[config.mk]
export PLATFORM = sky130hd
export DESIGN_NAME = act_timer
export DESIGN_NICKNAME = d
export VERILOG_FILES = /design/src/act_pkg.sv /design/src/act_timer.sv /design/src/act_channel.sv
export VERILOG_INCLUDE_DIRS = /design/src /design/src/src
export SDC_FILE = /design/constraint.sdc
export NUM_CORES = 1
export LEC_CHECK = 0
export BUFFER_PORTS_ARGS = -buffer_cell sky130_fd_sc_hd__buf_2
export CAP_MARGIN = 20
export CORE_UTILIZATION = 50
export CTS_BUF_LIST = sky130_fd_sc_hd__clkbuf_4
export CTS_CLUSTER_DIAMETER = 100
export DETAILED_ROUTE_END_ITERATION = 10
export MAX_ROUTING_LAYER = met4
export PLACE_DENSITY = 0.75
export SETUP_SLACK_MARGIN = 0.1
export SLEW_MARGIN = 20
export SYNTH_ARGS = -nofsm -noshare
export SYNTH_HDL_FRONTEND = slang
export SYNTH_SLANG_ARGS = --single-unit
[constraint.sdc]
create_clock -name clk_i -period 4.1 [get_ports clk_i]
set_input_delay 0.41 -clock clk_i [delete_from_list [all_inputs] [get_ports clk_i]]
set_output_delay 0.41 -clock clk_i [all_outputs]
set_load 0.05 [all_outputs]
[src/act_params.svh]
// constants of the advanced control timer
`ifndef ACT_PARAMS_SVH
`define ACT_PARAMS_SVH
`define ACT_CNT_W 16
`define ACT_NCH 4
`define ACT_REP_W 8
`define ACT_DT_W 8
`define ACT_CNT_ZERO 16'h0000
`define ACT_CNT_STEP 16'h0001
`define ACT_ARR_RST 16'hFFFF
`define ACT_PSC_RST 16'h0000
`define ACT_REP_ZERO 8'h00
`define ACT_REP_STEP 8'h01
`define ACT_DT_ZERO 8'h00
`define ACT_DT_STEP 8'h01
`endif

[src/act_pkg.sv]
// types of the advanced control timer
package act_pkg;
  typedef enum logic [1:0] {cm_up, cm_down, cm_center} act_cnt_mode_type;
  typedef enum logic [2:0] {
    slv_off, slv_encoder, slv_hall, slv_extclk, slv_reset, slv_gated, slv_trigger
  } act_slv_mode_type;
  typedef enum logic [2:0] {chm_frozen, chm_capture, chm_toggle, chm_pwm1, chm_pwm2} act_ch_mode_type;
endpackage : act_pkg

[src/act_timer.sv]
// advanced control timer top: prescaler, counter, slave control and four channels
`timescale 1ns/10ps
`include "act_params.svh"
module act_timer (
  input wire logic clk_i,
  input wire logic rstn_i,
  input wire logic cnt_en_i,
  input act_pkg::act_cnt_mode_type cnt_mode_i,
  input act_pkg::act_slv_mode_type slv_mode_i,
  input wire logic opm_i,
  input wire logic [`ACT_CNT_W-1:0] psc_i,
  input wire logic [`ACT_CNT_W-1:0] arr_i,
  input wire logic [`ACT_REP_W-1:0] rep_i,
  input wire logic sw_update_i,
  input wire logic trg_i,
  input wire logic clr_en_i,
  input wire logic enc_a_i,
  input wire logic enc_b_i,
  input wire logic [2:0] hall_i,
  input wire logic brk_i,
  input wire logic brk_en_i,
  input wire logic brk_rel_i,
  input wire logic dbg_halt_i,
  input wire logic dbg_freeze_i,
  input wire logic [`ACT_CNT_W-1:0] adc_pos_i,
  input act_pkg::act_ch_mode_type ch_mode_i [`ACT_NCH],
  input wire logic [`ACT_CNT_W-1:0] cmp_i [`ACT_NCH],
  input wire logic [`ACT_NCH-1:0] cap_i,
  input wire logic [`ACT_NCH-1:0] pol_i,
  input wire logic [`ACT_NCH-1:0] idle_lvl_i,
  input wire logic [`ACT_NCH-1:0] idle_n_lvl_i,
  input wire logic [`ACT_DT_W-1:0] dt_i,
  output logic [`ACT_NCH-1:0] ch_out_o,
  output logic [`ACT_NCH-1:0] ch_out_n_o,
  output logic [`ACT_CNT_W-1:0] cap_val_o [`ACT_NCH],
  output logic [`ACT_NCH-1:0] cc_evt_o,
  output logic [`ACT_CNT_W-1:0] cnt_o,
  output logic dir_dn_o,
  output logic upd_evt_o,
  output logic trg_evt_o,
  output logic brk_evt_o,
  output logic trgo_o,
  output logic adc_trg_o
);
  logic [`ACT_CNT_W-1:0] psc_cnt_q, psc_cnt_d, cnt_q, cnt_d, psc_q, psc_d, arr_q, arr_d;
  logic [`ACT_REP_W-1:0] rep_cnt_q, rep_cnt_d;
  logic dir_dn_q, dir_dn_d, run_q, run_d, en_q, trg_q, a_q, b_q;
  logic [2:0] hall_q;
  logic upd_q, upd_d, trg_evt_q, trg_evt_d, moved_q, moved_d, adc_q, adc_d;
  logic clr_q, clr_d, brk_act_q, brk_act_d, brk_q, brk_evt_q, brk_evt_d;
  logic trg_rise, hall_chg, enc_step, enc_up, freeze, gate_ok, src_ok, tick;
  logic reinit, per_end, at_top, at_zero;

  assign trg_rise = trg_i && !trg_q;
  assign hall_chg = (slv_mode_i == act_pkg::slv_hall) && (hall_i != hall_q);
  assign enc_step = (slv_mode_i == act_pkg::slv_encoder) && run_q && !freeze
                    && ((enc_a_i ^ a_q) || (enc_b_i ^ b_q));
  assign enc_up = enc_a_i ^ b_q;
  assign freeze = dbg_halt_i && dbg_freeze_i;
  assign gate_ok = (slv_mode_i != act_pkg::slv_gated) || trg_i;
  assign src_ok = (slv_mode_i != act_pkg::slv_extclk) || trg_rise;
  assign tick = run_q && gate_ok && src_ok && !freeze && (slv_mode_i != act_pkg::slv_encoder)
                && (psc_cnt_q == psc_q);
  assign reinit = sw_update_i || hall_chg || ((slv_mode_i == act_pkg::slv_reset) && trg_rise);
  assign at_top = cnt_q >= arr_q;
  assign at_zero = cnt_q == `ACT_CNT_ZERO;

  always_comb begin
    psc_cnt_d = psc_cnt_q;
    cnt_d = cnt_q;
    dir_dn_d = dir_dn_q;
    rep_cnt_d = rep_cnt_q;
    psc_d = psc_q;
    arr_d = arr_q;
    upd_d = 1'b0;
    per_end = 1'b0;
    run_d = run_q;
    if (run_q && gate_ok && src_ok && !freeze && (slv_mode_i != act_pkg::slv_encoder)) begin
      psc_cnt_d = tick ? `ACT_CNT_ZERO : psc_cnt_q + `ACT_CNT_STEP;
    end
    if (enc_step) begin
      if (enc_up) begin
        cnt_d = at_top ? `ACT_CNT_ZERO : cnt_q + `ACT_CNT_STEP;
        per_end = at_top;
      end else begin
        cnt_d = at_zero ? arr_q : cnt_q - `ACT_CNT_STEP;
        per_end = at_zero;
      end
      dir_dn_d = !enc_up;
    end else if (tick) begin
      case (cnt_mode_i)
        act_pkg::cm_down: begin
          cnt_d = at_zero ? arr_q : cnt_q - `ACT_CNT_STEP;
          per_end = at_zero;
          dir_dn_d = 1'b1;
        end
        act_pkg::cm_center: begin
          if (!dir_dn_q && at_top) begin
            dir_dn_d = 1'b1;
            cnt_d = cnt_q - `ACT_CNT_STEP;
            per_end = 1'b1;
          end else if (dir_dn_q && at_zero) begin
            dir_dn_d = 1'b0;
            cnt_d = cnt_q + `ACT_CNT_STEP;
            per_end = 1'b1;
          end else begin
            cnt_d = dir_dn_q ? cnt_q - `ACT_CNT_STEP : cnt_q + `ACT_CNT_STEP;
          end
        end
        default: begin
          cnt_d = at_top ? `ACT_CNT_ZERO : cnt_q + `ACT_CNT_STEP;
          per_end = at_top;
          dir_dn_d = 1'b0;
        end
      endcase
    end
    if (per_end) begin
      if (rep_cnt_q == `ACT_REP_ZERO) begin
        rep_cnt_d = rep_i;
        upd_d = 1'b1;
        if (opm_i) begin
          run_d = 1'b0;
        end
      end else begin
        rep_cnt_d = rep_cnt_q - `ACT_REP_STEP;
      end
    end
    if (reinit) begin
      cnt_d = (cnt_mode_i == act_pkg::cm_down) ? arr_i : `ACT_CNT_ZERO;
      dir_dn_d = cnt_mode_i == act_pkg::cm_down;
      psc_cnt_d = `ACT_CNT_ZERO;
      rep_cnt_d = rep_i;
      upd_d = 1'b1;
    end
    if (upd_d) begin
      psc_d = psc_i;
      arr_d = arr_i;
    end
    if ((cnt_en_i && !en_q && slv_mode_i != act_pkg::slv_trigger)
        || (slv_mode_i == act_pkg::slv_trigger && trg_rise)) begin
      run_d = 1'b1;
    end
    if (!cnt_en_i) begin
      run_d = 1'b0;
    end
  end

  always_comb begin
    moved_d = tick || enc_step || reinit;
    adc_d = moved_d && (cnt_d == adc_pos_i);
    trg_evt_d = hall_chg || (trg_rise && (slv_mode_i == act_pkg::slv_reset || slv_mode_i == act_pkg::slv_gated
                || slv_mode_i == act_pkg::slv_trigger || slv_mode_i == act_pkg::slv_extclk));
    // the limit holds until the period ends; a new trigger in that cycle still sets it
    clr_d = (clr_en_i && trg_i) || (clr_q && !per_end);
    brk_act_d = brk_en_i && (brk_i || (brk_act_q && !brk_rel_i));
    brk_evt_d = brk_en_i && brk_i && !brk_q;
  end

  always_ff @(posedge clk_i or negedge rstn_i) begin
    if (!rstn_i) begin
      psc_cnt_q <= `ACT_CNT_ZERO;
      cnt_q <= `ACT_CNT_ZERO;
      psc_q <= `ACT_PSC_RST;
      arr_q <= `ACT_ARR_RST;
      rep_cnt_q <= `ACT_REP_ZERO;
      dir_dn_q <= 1'b0;
      run_q <= 1'b0;
      en_q <= 1'b0;
      trg_q <= 1'b0;
      a_q <= 1'b0;
      b_q <= 1'b0;
      hall_q <= 3'h0;
      upd_q <= 1'b0;
      trg_evt_q <= 1'b0;
      moved_q <= 1'b0;
      adc_q <= 1'b0;
      clr_q <= 1'b0;
      brk_act_q <= 1'b0;
      brk_q <= 1'b0;
      brk_evt_q <= 1'b0;
    end else begin
      psc_cnt_q <= psc_cnt_d;
      cnt_q <= cnt_d;
      psc_q <= psc_d;
      arr_q <= arr_d;
      rep_cnt_q <= rep_cnt_d;
      dir_dn_q <= dir_dn_d;
      run_q <= run_d;
      en_q <= cnt_en_i;
      trg_q <= trg_i;
      a_q <= enc_a_i;
      b_q <= enc_b_i;
      hall_q <= hall_i;
      upd_q <= upd_d;
      trg_evt_q <= trg_evt_d;
      moved_q <= moved_d;
      adc_q <= adc_d;
      clr_q <= clr_d;
      brk_act_q <= brk_act_d;
      brk_q <= brk_i;
      brk_evt_q <= brk_evt_d;
    end
  end

  // no shared or static storage, so two instances never disturb each other
  genvar gi;
  generate
    for (gi = 0; gi < `ACT_NCH; gi = gi + 1) begin : g_ch
      act_channel u_ch (
        .clk_i(clk_i),
        .rstn_i(rstn_i),
        .mode_i(ch_mode_i[gi]),
        .cmp_i(cmp_i[gi]),
        .upd_i(upd_q),
        .moved_i(moved_q),
        .cnt_i(cnt_q),
        .cap_in_i((gi == 0 && slv_mode_i == act_pkg::slv_hall) ? hall_chg : cap_i[gi]),
        .pol_i(pol_i[gi]),
        .dt_i(dt_i),
        .safe_i(brk_act_q || freeze),
        .idle_lvl_i(idle_lvl_i[gi]),
        .idle_n_lvl_i(idle_n_lvl_i[gi]),
        .clr_i(clr_q),
        .out_o(ch_out_o[gi]),
        .out_n_o(ch_out_n_o[gi]),
        .cap_val_o(cap_val_o[gi]),
        .evt_o(cc_evt_o[gi])
      );
    end
  endgenerate

  assign cnt_o = cnt_q;
  assign dir_dn_o = dir_dn_q;
  assign upd_evt_o = upd_q;
  assign trg_evt_o = trg_evt_q;
  assign brk_evt_o = brk_evt_q;
  assign trgo_o = upd_q;
  assign adc_trg_o = adc_q;
endmodule : act_timer

[src/act_channel.sv]
// one capture/compare channel with complementary dead-time output
`timescale 1ns/10ps
`include "act_params.svh"
module act_channel (
  input wire logic clk_i,
  input wire logic rstn_i,
  input act_pkg::act_ch_mode_type mode_i,
  input wire logic [`ACT_CNT_W-1:0] cmp_i,
  input wire logic upd_i,
  input wire logic moved_i,
  input wire logic [`ACT_CNT_W-1:0] cnt_i,
  input wire logic cap_in_i,
  input wire logic pol_i,
  input wire logic [`ACT_DT_W-1:0] dt_i,
  input wire logic safe_i,
  input wire logic idle_lvl_i,
  input wire logic idle_n_lvl_i,
  input wire logic clr_i,
  output logic out_o,
  output logic out_n_o,
  output logic [`ACT_CNT_W-1:0] cap_val_o,
  output logic evt_o
);
  logic [`ACT_CNT_W-1:0] cmp_q, cmp_d, cap_q, cap_d;
  logic [`ACT_DT_W-1:0] dt_q, dt_d;
  logic ref_q, ref_d, cap_prev_q, out_q, out_d, out_n_q, out_n_d, evt_q, evt_d;
  logic match, is_pwm;

  assign match = moved_i && (cnt_i == cmp_q);
  assign is_pwm = (mode_i == act_pkg::chm_pwm1) || (mode_i == act_pkg::chm_pwm2);

  always_comb begin
    cmp_d = upd_i ? cmp_i : cmp_q;
    ref_d = ref_q;
    cap_d = cap_q;
    evt_d = 1'b0;
    case (mode_i)
      act_pkg::chm_capture: begin
        if (cap_in_i && !cap_prev_q) begin
          cap_d = cnt_i;
          evt_d = 1'b1;
        end
      end
      act_pkg::chm_toggle: begin
        if (match) begin
          ref_d = ~ref_q;
        end
        evt_d = match;
      end
      act_pkg::chm_pwm1: begin
        ref_d = cnt_i < cmp_q;
        evt_d = match;
      end
      act_pkg::chm_pwm2: begin
        ref_d = !(cnt_i < cmp_q);
        evt_d = match;
      end
      default: begin
        evt_d = match;
      end
    endcase
    if (clr_i && is_pwm) begin
      ref_d = 1'b0;
    end
    // both legs stay off while the gap counts down, so a pair never conducts together
    if (ref_d != ref_q) begin
      dt_d = dt_i;
    end else if (dt_q != `ACT_DT_ZERO) begin
      dt_d = dt_q - `ACT_DT_STEP;
    end else begin
      dt_d = dt_q;
    end
    if (safe_i || mode_i == act_pkg::chm_capture) begin
      out_d = idle_lvl_i;
      out_n_d = idle_n_lvl_i;
      // re-arm the gap so leaving break or halt cannot switch a leg on at once
      dt_d = dt_i;
    end else begin
      out_d = (ref_q && dt_q == `ACT_DT_ZERO) ^ pol_i;
      out_n_d = (!ref_q && dt_q == `ACT_DT_ZERO) ^ pol_i;
    end
  end

  always_ff @(posedge clk_i or negedge rstn_i) begin
    if (!rstn_i) begin
      cmp_q <= `ACT_CNT_ZERO;
      cap_q <= `ACT_CNT_ZERO;
      dt_q <= `ACT_DT_ZERO;
      ref_q <= 1'b0;
      cap_prev_q <= 1'b0;
      out_q <= 1'b0;
      out_n_q <= 1'b0;
      evt_q <= 1'b0;
    end else begin
      cmp_q <= cmp_d;
      cap_q <= cap_d;
      dt_q <= dt_d;
      ref_q <= ref_d;
      cap_prev_q <= cap_in_i;
      out_q <= out_d;
      out_n_q <= out_n_d;
      evt_q <= evt_d;
    end
  end

  assign out_o = out_q;
  assign out_n_o = out_n_q;
  assign cap_val_o = cap_q;
  assign evt_o = evt_q;
endmodule : act_channel

==> results of run 1 <==
cells by family after synthesis:
| group | count (synthesis) |
|---|---|
| simple gates | 599 |
| flops | 269 |
| xor+xnor | 89 |
| mux | 112 |
| fa+ha+maj | 92 |
| buf+inv | 215 |
| compound gates | 456 |
path summary, 6_finish.rpt:
kind,start,to,slack [ps],cells after the start
min in group asynchronous,rstn_i,g_ch[2].u_ch.dt_q[7],230,2
setup / recovery,arr_q[15],adc_trg_o,20,14
max in group asynchronous,rstn_i,g_ch[0].u_ch.cmp_q[2],2760,3
hold / removal,ch_mode_i[0],g_ch[3].u_ch.ref_q,50,3
hold reg to reg,brk_q,brk_evt_o,390,1
setup reg to reg,arr_q[15],adc_trg_o,20,14
critical path: cells and delay by family, from the launching register on:
family | cells | cell delay (ps)
simple gates | 5 | 1850
xor+xnor | 1 | 90
flops | 1 | 540
buf+inv | 3 | 340
compound gates | 4 | 880
fa+ha+maj | 1 | 270
synth_stat cells, types with 47 or more instances:
cell | instances | area share [%]
dfrtp_1 | 253 | 38
nand2_1 | 218 | 4.9
o21ai_0 | 177 | 5.3
inv_1 | 123 | 2.8
nor2_1 | 99 | 2.2
mux2_2 | 97 | 6.5
ha_1 | 92 | 6.9
a21oi_1 | 75 | 2.2
clkbuf_1 | 66 | 1.5
nand3_1 | 55 | 1.6
xnor2_1 | 47 | 2.5
through the flow:
step	hold WS (ps)	setup slack, ps	area (um^2)	utilization [%]	power, uW
floorplan	114.4	110.2	16740	-	5154
global placement	382.3	-28.05	19890	60.82	6290
detailed placement	386.0	8.248	19890	60.82	6350
CTS	2.234	110.3	22370	68.41	8978
global route	4.817	-62.01	22630	69.21	9570
finish	47.37	18.16	22630	69.21	9149
area by class of cell:
cell class | instances | area, um^2
antenna | 3 | 7.507
clock buffer | 110 | 825.8
clock inverter | 24 | 123.9
fill | 2510 | 10070
inverter | 124 | 465.4
multi-input combinational | 1348 | 9354
sequential | 269 | 6763
tap | 442 | 553.0
timing repair buffer | 636 | 4542
state kept, by name (all words and copies together), names as in the netlist, 4 cells and up:
name	count
g_ch.u_ch.dt_q	32
g_ch.u_ch.ref_q	4
g_ch.u_ch.out_n_o	4
psc_q	16
g_ch.u_ch.out_o	4
g_ch.u_ch.cap_val_o	64
rep_cnt_q	8
arr_q	16
cnt_o	16
g_ch.u_ch.cap_prev_q	4
g_ch.u_ch.cmp_q	64
psc_cnt_q	16
g_ch.u_ch.evt_o	4
repair_timing:
action / 4_1_cts / 5_1_grt
gates cloned: 0 / 0
endpoints found under the setup margin: 1 / 6
pin swaps: 7 / 16
gates resized for setup: 6 / 39
hold buffers: 147 / 0
buffers inserted: 4 / 3
hold endpoints to repair: 243 / 0
power by group through the flow:
| stage | combinational (uW) | clock, uW | sequential (uW) |
|---|---|---|---|
| 2_1_floorplan | 1490 | 0 | 3670 |
| 3_3_place_gp | 2950 | 0 | 3340 |
| 3_5_place_dp | 2990 | 0 | 3360 |
| 4_1_cts | 3120 | 2540 | 3320 |
| 5_1_grt | 3500 | 2700 | 3380 |
| 6_report | 3290 | 2530 | 3340 |
routing by layer:
| metal | wire length, um | vias up | global-route usage [%] |
|---|---|---|---|
| met5 | 0 | - | - |
| met4 | 4128 | 0 | 23.90 |
| met3 | 5718 | 261 | 8.042 |
| met2 | 33340 | 1026 | 68.68 |
| met1 | 27610 | 8655 | 50.52 |
| li1 | - | 7876 | - |
cell usage in the layout (no fill, tap or decap), types with 42 or more instances in the layout:
cell / netlist / routed
a21oi_1: 75 / 74
buf_2: 9 / 274
buf_4: 14 / 205
clkbuf_4: 0 / 110
dfrtp_1: 253 / 246
dlygate4sd3_1: 0 / 147
ha_1: 92 / 86
inv_1: 123 / 118
mux2_2: 97 / 97
nand2_1: 218 / 217
nand3_1: 55 / 55
nor2_1: 99 / 96
o21ai_0: 177 / 175
xnor2_1: 47 / 47
xor2_1: 42 / 42
==> impl_metrics.yaml, run 1 <==
clock_tree:
  clkTransAtPathRegs_ps: 70
  clock-sinks: 269
  cts_buffers: 76
  root_buffer: "clkbuf_4"
  cts_tree: "built"
  htreeDepth: 3
  insertion_delay_ps: 790
  clockBufferDepth: 3
die:
  die_area_um2: 34140
  io_pins: 276
  die_w_um: 184.8
  core-area_um2: 32700
  start_util_pct: 51.08
  fp.dieH_um: 184.8
  fp-row-count: 66
grt:
  antenna_found_initial: 3
  track_usage_pct: 42.75
  grt.overflow.total: 0
  grt_max_degree: 99
  grt_pass1_wl_um: 104700
  grt_pass1_vias: 17940
sta:
  maxSlewViolCount: 0
  period_share_pct: 99.56
  rsz0062_at_grt: "yes"
  period_minus_slack_ps: 4082
  hold_viol: 0
  setup_tns_ps: 0
  fin_skew_ps: 58.72
  slew_headroom_pct: 33.72
  tightestPinTransition_ps: 994.2
  max_freq_ghz: 0.2450
  setup_viol: 0
critical_path:
  worst-path-max-fanout: 3
  crit_required_ps: 4770
  endpoint_kind: "flop"
  cp_slowest_cell: "or4_4"
  max_stage_delay_ps: 560
  crit_chain: "inv_2 > ha_4 > nand4_4 > or4_4 > o32ai_4 > buf_6 > o21ai_4 > buf_6 > or3_4 > a32oi_4 > xor2_1 > a221o_1 > or4_4 > nor4_4"
  startpoint_type: "flop"
  worstPathArrival_ps: 4750
  critical_path_class: "reg -> reg"
drt:
  drc: 0
  vias: 17820
  wirelength_um: 70800
  drtIter0Drc: 1429
  wire_per_inst_um: 23.95
  first_pass_iters: 6
  via_per_inst: 6.028
  ant_nets: 0
power:
  swShare_pct: 38.36
  power_frac_seq_pct: 36.5
  power.density_nw_per_um2: 404.2
  p_int_uw: 5640
  pwr-share-comb_pct: 35.9
  leakage_uw: 0.01078
  clock_power_share_pct: 27.6
  p_switching_uw: 3509
  ir_drop_uv: 340.6
cells_and_area:
  nets: 2725
  drive_above_1_share_pct: 31.70
  area_growth_pct: 35.51
  stdcell_count: 2956
logic_synthesis:
  synth_top_family_by_area: "compound AO/OA/AOI/OAI gates"
  yosys.area_share.xor_xnor_pct: 4.667
  synth-main-ff-cell: "dfrtp_1"
  avgSynthCellArea_um2: 9.118
  ys_seq_area_share_pct: 40.42
  synth_compound_area_share_pct: 17.78
  synth_edf_count: 0
  synth_area_um2: 16700
  synth_seq_cells: 269
  synth_fa_ha_area_share_pct: 6.891
  synth_warnings: 0
  muxShareOfSynthArea_pct: 7.438
  synth.distinct_cells: 84
  yosys.area_share.simple_pct: 17.60
  syn_inst: 1832
  postSynth.asyncResetShare_pct: 100.0
  synth_nets: 2102
place:
  numPortBuffers: 275
  gp_congestion: 1.014
  hpwlAfterDp_um: 51170
  placedCellCount: 2664
min_path:
  min_path_type: "in -> reg"
flow_run:
  maxCapViolCount: 0
outcome:
  status: "finished clean"
Power figures use the tool's default switching activity.
==> inputs of run 2 (changes only) <==
--- a/config.mk
+++ b/config.mk
@@ -8,6 +8,7 @@
 export LEC_CHECK = 0
 export BUFFER_PORTS_ARGS = -buffer_cell sky130_fd_sc_hd__buf_2
 export CAP_MARGIN = 20
+export CORE_MARGIN = 3
 export CORE_UTILIZATION = 50
 export CTS_BUF_LIST = sky130_fd_sc_hd__clkbuf_4
 export CTS_CLUSTER_DIAMETER = 100
==> run 2 against run 1 <==
Against the previous run: global-route usage shrank 2.9 points; hold slack gained 49 ps; total power grew 0.83%; register-to-register slack gained 130 ps; via count shrank 0.95%; setup slack gained 130 ps; utilization shrank 0.14 points; sequential share of layout area grew 0.056 points; critical path type unchanged; critical endpoint unchanged; highest routed layer unchanged.
==> impl_metrics.yaml, run 2 (same netlist as run 1, synthesis figures left out) <==
grt:
  grt_util_met3_pct: 7.609
  grtUsageMet1_pct: 47.59
  grt_max_degree: 96
  grt.overflow.total: 0
  top_usage_layer: "met2"
  antenna_found_initial: 3
  grt_pass1_vias: 18020
  grt_pass1_wl_um: 105800
  use_met2_pct: 64.03
  track_usage_pct: 39.83
power:
  leakage_uw: 0.01071
  power_uw: 9225
  p_switching_uw: 3509
  pwr-share-comb_pct: 35.3
  power.density_nw_per_um2: 408.4
  p_int_uw: 5716
  clock_power_share_pct: 28.5
  power_frac_seq_pct: 36.2
  ir_drop_uv: 277.4
  swShare_pct: 38.04
cells_and_area:
  multi_input_area_um2: 9364
  final_cell_mix: "buf_2 (274), dfrtp_1 (247), nand2_1 (217), buf_4 (176), o21ai_0 (172)"
  area_growth_pct: 35.23
  fillers: 2484
  nets: 2703
  post-route-util_pct: 69.07
  seq_area_um2: 6761
  drive_above_1_share_pct: 30.96
  final_common_cell: "buf_2"
die:
  fp-row-count: 66
  die_area_um2: 35640
  core-area_um2: 32700
  fp.dieH_um: 188.8
  io_pins: 276
  die_w_um: 188.8
  start_util_pct: 51.08
sta:
  rsz0062_at_grt: "yes"
  max_freq_ghz: 0.2533
  slew_headroom_pct: 26.04
  fin_skew_ps: 78.72
  maxSlewViolCount: 0
  hold_viol: 0
  tightestPinTransition_ps: 1101
  period_minus_slack_ps: 3948
  hold_slack_ps: 96.46
  period_share_pct: 96.30
  setup_tns_ps: 0
  setup_viol: 0
clock_tree:
  clkTransAtPathRegs_ps: 70
  root_buffer: "clkbuf_4"
  clock-sinks: 269
  insertion_delay_ps: 800
  clockBufferDepth: 3
  cts_buffers: 76
  htreeDepth: 3
  cts_tree: "built"
min_path:
  min_path_type: "in -> reg"
critical_path:
  worstPathArrival_ps: 4580
  critical_path_class: "reg -> reg"
  worst-path-max-fanout: 5
  startpoint_type: "flop"
  crit_required_ps: 4730
  cp_slowest_cell: "a211oi_1"
  endpoint_kind: "flop"
  crit_chain: "buf_4 > nor4_2 > buf_4 > nand4_1 > xnor2_1 > a211oi_1 > nor4_1 > a221oi_2 > o311a_1 > nand4_1 > or4_4 > nor4_4"
  max_stage_delay_ps: 750
drt:
  wire_per_inst_um: 23.73
  drtIter0Drc: 1565
  via_per_inst: 6.011
  ant_nets: 0
  drc: 0
  vias: 17650
  first_pass_iters: 6
  wirelength_um: 69680
place:
  hpwlAfterDp_um: 49340
  numPortBuffers: 275
  gp_congestion: 1.058
flow_run:
  maxCapViolCount: 0
outcome:
  status: "finished clean"
==> run 2: layer usage <==
| metal | vias up | share of wire (%) |
|---|---|---|
| met5 | - | 0 |
| met4 | 0 | 6.6 |
| met3 | 268 | 8.7 |
| met2 | 1083 | 47 |
| met1 | 8452 | 38 |
| li1 | 7845 | - |
==> run 2: repair_timing <==
| item | CTS | global route |
|---|---|---|
| setup endpoints to repair | 1 | 2 |
| resized for setup | 11 | 35 |
| hold buffers | 152 | 0 |
| hold endpoints to repair | 251 | 0 |
| setup buffers | 2 | 4 |
| pin swaps | 6 | 13 |
==> run 2: cell type report <==
cell class                      count  share of cell area (%)
Antenna cell                        4                 0.04431
Tap cell                          442                   2.448
Sequential cell                   269                   29.93
Clock inverter                     22                  0.6426
Inverter                          124                   2.061
Timing Repair Buffer              614                   19.66
Multi-Input combinational cell   1348                   41.46
Clock buffer                      113                   3.756
==> run 2: power groups by stage <==
stage | Combinational, uW | Clock [uW] | Sequential [uW]
2_1_floorplan | 1490 | 0 | 3670
3_3_place_gp | 2890 | 0 | 3340
3_5_place_dp | 2950 | 0 | 3360
4_1_cts | 3090 | 2650 | 3320
5_1_grt | 3480 | 2830 | 3380
6_report | 3260 | 2630 | 3340
==> run 2: worst paths after layout <==
path                                    from               endpoint  slack (ps)  depth (start not counted)
worst min-delay path            ch_mode_i[1]     g_ch[3].u_ch.evt_o         100                          3
worst max register to register      cnt_o[5]              adc_trg_o         150                         12
min in group asynchronous             rstn_i   g_ch[1].u_ch.out_n_o         270                          2
worst max-delay path                cnt_o[5]              adc_trg_o         150                         12
worst min register to register         brk_q              brk_evt_o         390                          1
max in group asynchronous             rstn_i  g_ch[0].u_ch.cmp_q[9]        2680                          3
==> run 2: stage by stage <==
| stage | worst slack (ps) | cell area, um^2 | cells |
|---|---|---|---|
| after floorplan | 110.2 | 16740 | 1832 |
| after global placement | 29.45 | 19760 | 2639 |
| after detailed placement | -26.32 | 19760 | 2639 |
| after CTS | 103.0 | 22350 | 2928 |
| after global routing | 44.18 | 22590 | 2935 |
| final | 151.5 | 22590 | 2936 |
==> run 2: worst max-delay path: cells and delay by family, from the launching register on <==
kind                      cells  cell delay [ps]
DFF                           1              440
and+or+nand+nor               6             1500
AOI/OAI and AO/OA             3             1270
xor gates and xnor gates      1              200
buffers and inverters         2              400
==> inputs of run 3 (changes only) <==
--- a/config.mk
+++ b/config.mk
@@ -8,6 +8,7 @@
 export LEC_CHECK = 0
 export BUFFER_PORTS_ARGS = -buffer_cell sky130_fd_sc_hd__buf_2
 export CAP_MARGIN = 20
+export CORE_ASPECT_RATIO = 0.5
 export CORE_MARGIN = 3
 export CORE_UTILIZATION = 50
 export CTS_BUF_LIST = sky130_fd_sc_hd__clkbuf_4
==> run 3 against run 2 <==
Against the previous run: non-clock buffer count rose by 2; clock-buffer cell count fell by 16; clock skew fell by 47 ps; sequential cell count did not move; sequential power barely moved; utilization rose by 0.49 points; critical path depth rose by 2; first-iteration DRC count rose by 24%; total power fell by 2.3%.
==> impl_metrics.yaml, run 3 (same netlist as run 1, synthesis figures left out) <==
place:
  gp_congestion: 1.043
  hpwlAfterDp_um: 50220
  placedCellCount: 2635
  numPortBuffers: 275
die:
  io_pins: 276
  start_util_pct: 51.73
  die_w_um: 264.5
  fp-row-count: 46
  fp.dieH_um: 135.2
  core-area_um2: 32290
  die_area_um2: 35770
clock_tree:
  clock-sinks: 269
  clkTransAtPathRegs_ps: 70
  clockBufferDepth: 3
  cts_buffers: 67
  cts_tree: "built"
  htreeDepth: 3
  insertion_delay_ps: 780
  root_buffer: "clkbuf_4"
sta:
  period_minus_slack_ps: 3993
  rsz0062_at_grt: "yes"
  setup_viol: 0
  hold_viol: 0
  period_share_pct: 97.39
  slew_headroom_pct: 28.27
  fin_skew_ps: 32.06
  maxSlewViolCount: 0
  tightestPinTransition_ps: 1073
  max_freq_ghz: 0.2504
critical_path:
  critical_path_class: "reg -> reg"
  endpoint_kind: "flop"
  max_stage_delay_ps: 570
  crit_chain: "inv_1 > ha_1 > nand2_1 > or4_4 > buf_6 > o32a_4 > and3_4 > buf_4 > a221oi_4 > a221oi_4 > a32oi_2 > o2111ai_1 > or4_4 > nor4_4"
  worstPathArrival_ps: 4670
  startpoint_type: "flop"
  worst-path-max-fanout: 7
  reg2reg_slack_ps: 110
  crit_required_ps: 4780
  crit_family: "simple AND/OR/NAND/NOR gates"
  cp_slowest_cell: "or4_4"
  cp_num_buf_inv: 3
grt:
  antenna_found_initial: 6
  track_usage_pct: 40.12
  grt_pass1_vias: 17740
  grt.overflow.total: 0
  grt_max_degree: 127
  grt_pass1_wl_um: 105300
cells_and_area:
  drive_above_1_share_pct: 31.18
  area_growth_pct: 34.46
  fillers: 2506
  final_common_cell: "buf_2"
  seq_area_um2: 6765
  stdcell_count: 2915
  final_cell_mix: "buf_2 (274), dfrtp_1 (244), nand2_1 (217), buf_4 (184), o21ai_0 (173)"
  multi_input_area_um2: 9407
  nets: 2697
drt:
  wire_per_inst_um: 24.32
  via_per_inst: 6.062
  route.met2.wl_um: 31360
  met3_length_um: 7798
  vias: 17670
  first_pass_iters: 5
  drc: 0
  wirelength_um: 70900
  routed.top_layer: "met4"
  wl_met1_um: 27920
  drtIter0Drc: 1941
  ant_nets: 0
power:
  ir_drop_uv: 265.4
  power_uw: 9012
  leakage_uw: 0.01063
  power.density_nw_per_um2: 401.2
outcome:
  status: "finished clean"
min_path:
  min_path_type: "in -> reg"
flow_run:
  maxCapViolCount: 0
==> run 3: cell types whose count changed in the layout (fill, tap and decap cells not counted), moves of 3 or more <==
| cell | delta |
|---|---|
| dlygate4sd3_1 | -6 |
| buf_4 | +8 |
| buf_6 | +3 |
| clkbuf_4 | -16 |
| clkinv_1 | -3 |
| diode_2 | +3 |
| buf_12 | -3 |
| dfrtp_1 | -3 |
| dfrtp_2 | +3 |
==> run 3: worst min-delay path, cell delays in order <==
cell     delay (ps)
buf_2           140
nor3b_1          80
o21ai_0         150
==> run 3: metrics by stage <==
| stage | TNS [ps] | utilization [%] | setup slack [ps] | area [um^2] | hold WS (ps) |
|---|---|---|---|---|---|
| 2_1_floorplan | 0 | - | 110.2 | 16740 | 114.4 |
| 5_1_grt | 0 | 69.55 | 83.42 | 22460 | 44.31 |
| 3_5_place_dp | -34.71 | 61.21 | -34.71 | 19770 | 395.2 |
| 6_report | 0 | 69.56 | 106.9 | 22460 | 61.50 |
| 3_3_place_gp | 0 | 61.21 | 0.3766 | 19770 | 387.0 |
| 4_1_cts | 0 | 68.48 | 106.3 | 22110 | 15.19 |
==> run 3: report_power, final <==
group	leakage, uW	internal [uW]	switching [uW]
combinational	0.00677	1280	2010
sequential	0.00335	3050	284
clock	0.000508	1160	1220
total	0.0106	5490	3520
==> run 3: worst paths after layout <==
kind | startpoint | end | depth (start not counted)
max in group asynchronous | rstn_i | g_ch[3].u_ch.cap_val_o[14] | 3
min | ch_mode_i[7] | g_ch[1].u_ch.evt_o | 3
max reg2reg | arr_q[10] | adc_trg_o | 14
min in group asynchronous | rstn_i | g_ch[2].u_ch.cmp_q[10] | 2
max | arr_q[10] | adc_trg_o | 14
min reg2reg | brk_q | brk_evt_o | 1
==> run 3: area by class of cell <==
type	instances	area share [%]
inverter	124	2.072
clock buffer	97	3.242
timing repair buffer	616	19.65
sequential	269	30.12
clock inverter	21	0.5459
antenna	7	0.07799
multi-input combinational	1349	41.88
tap	432	2.407
==> run 3: metal layers <==
layer  global-route usage, %  up-vias
met3                   10.56      286
met1                   50.25     8523
li1                        -     7817
met5                       -        -
met4                   19.91        0
met2                   60.73     1046
==> run 3: timing repair <==
| action | in CTS | in global routing |
|---|---|---|
| pin swaps | 3 | 17 |
| buffers inserted | 1 | 6 |
| gates resized for setup | 5 | 47 |
| hold endpoints to repair | 278 | 0 |
| endpoints found under the setup margin | 25 | 41 |
| gates cloned | 0 | 1 |
| hold buffers | 146 | 0 |
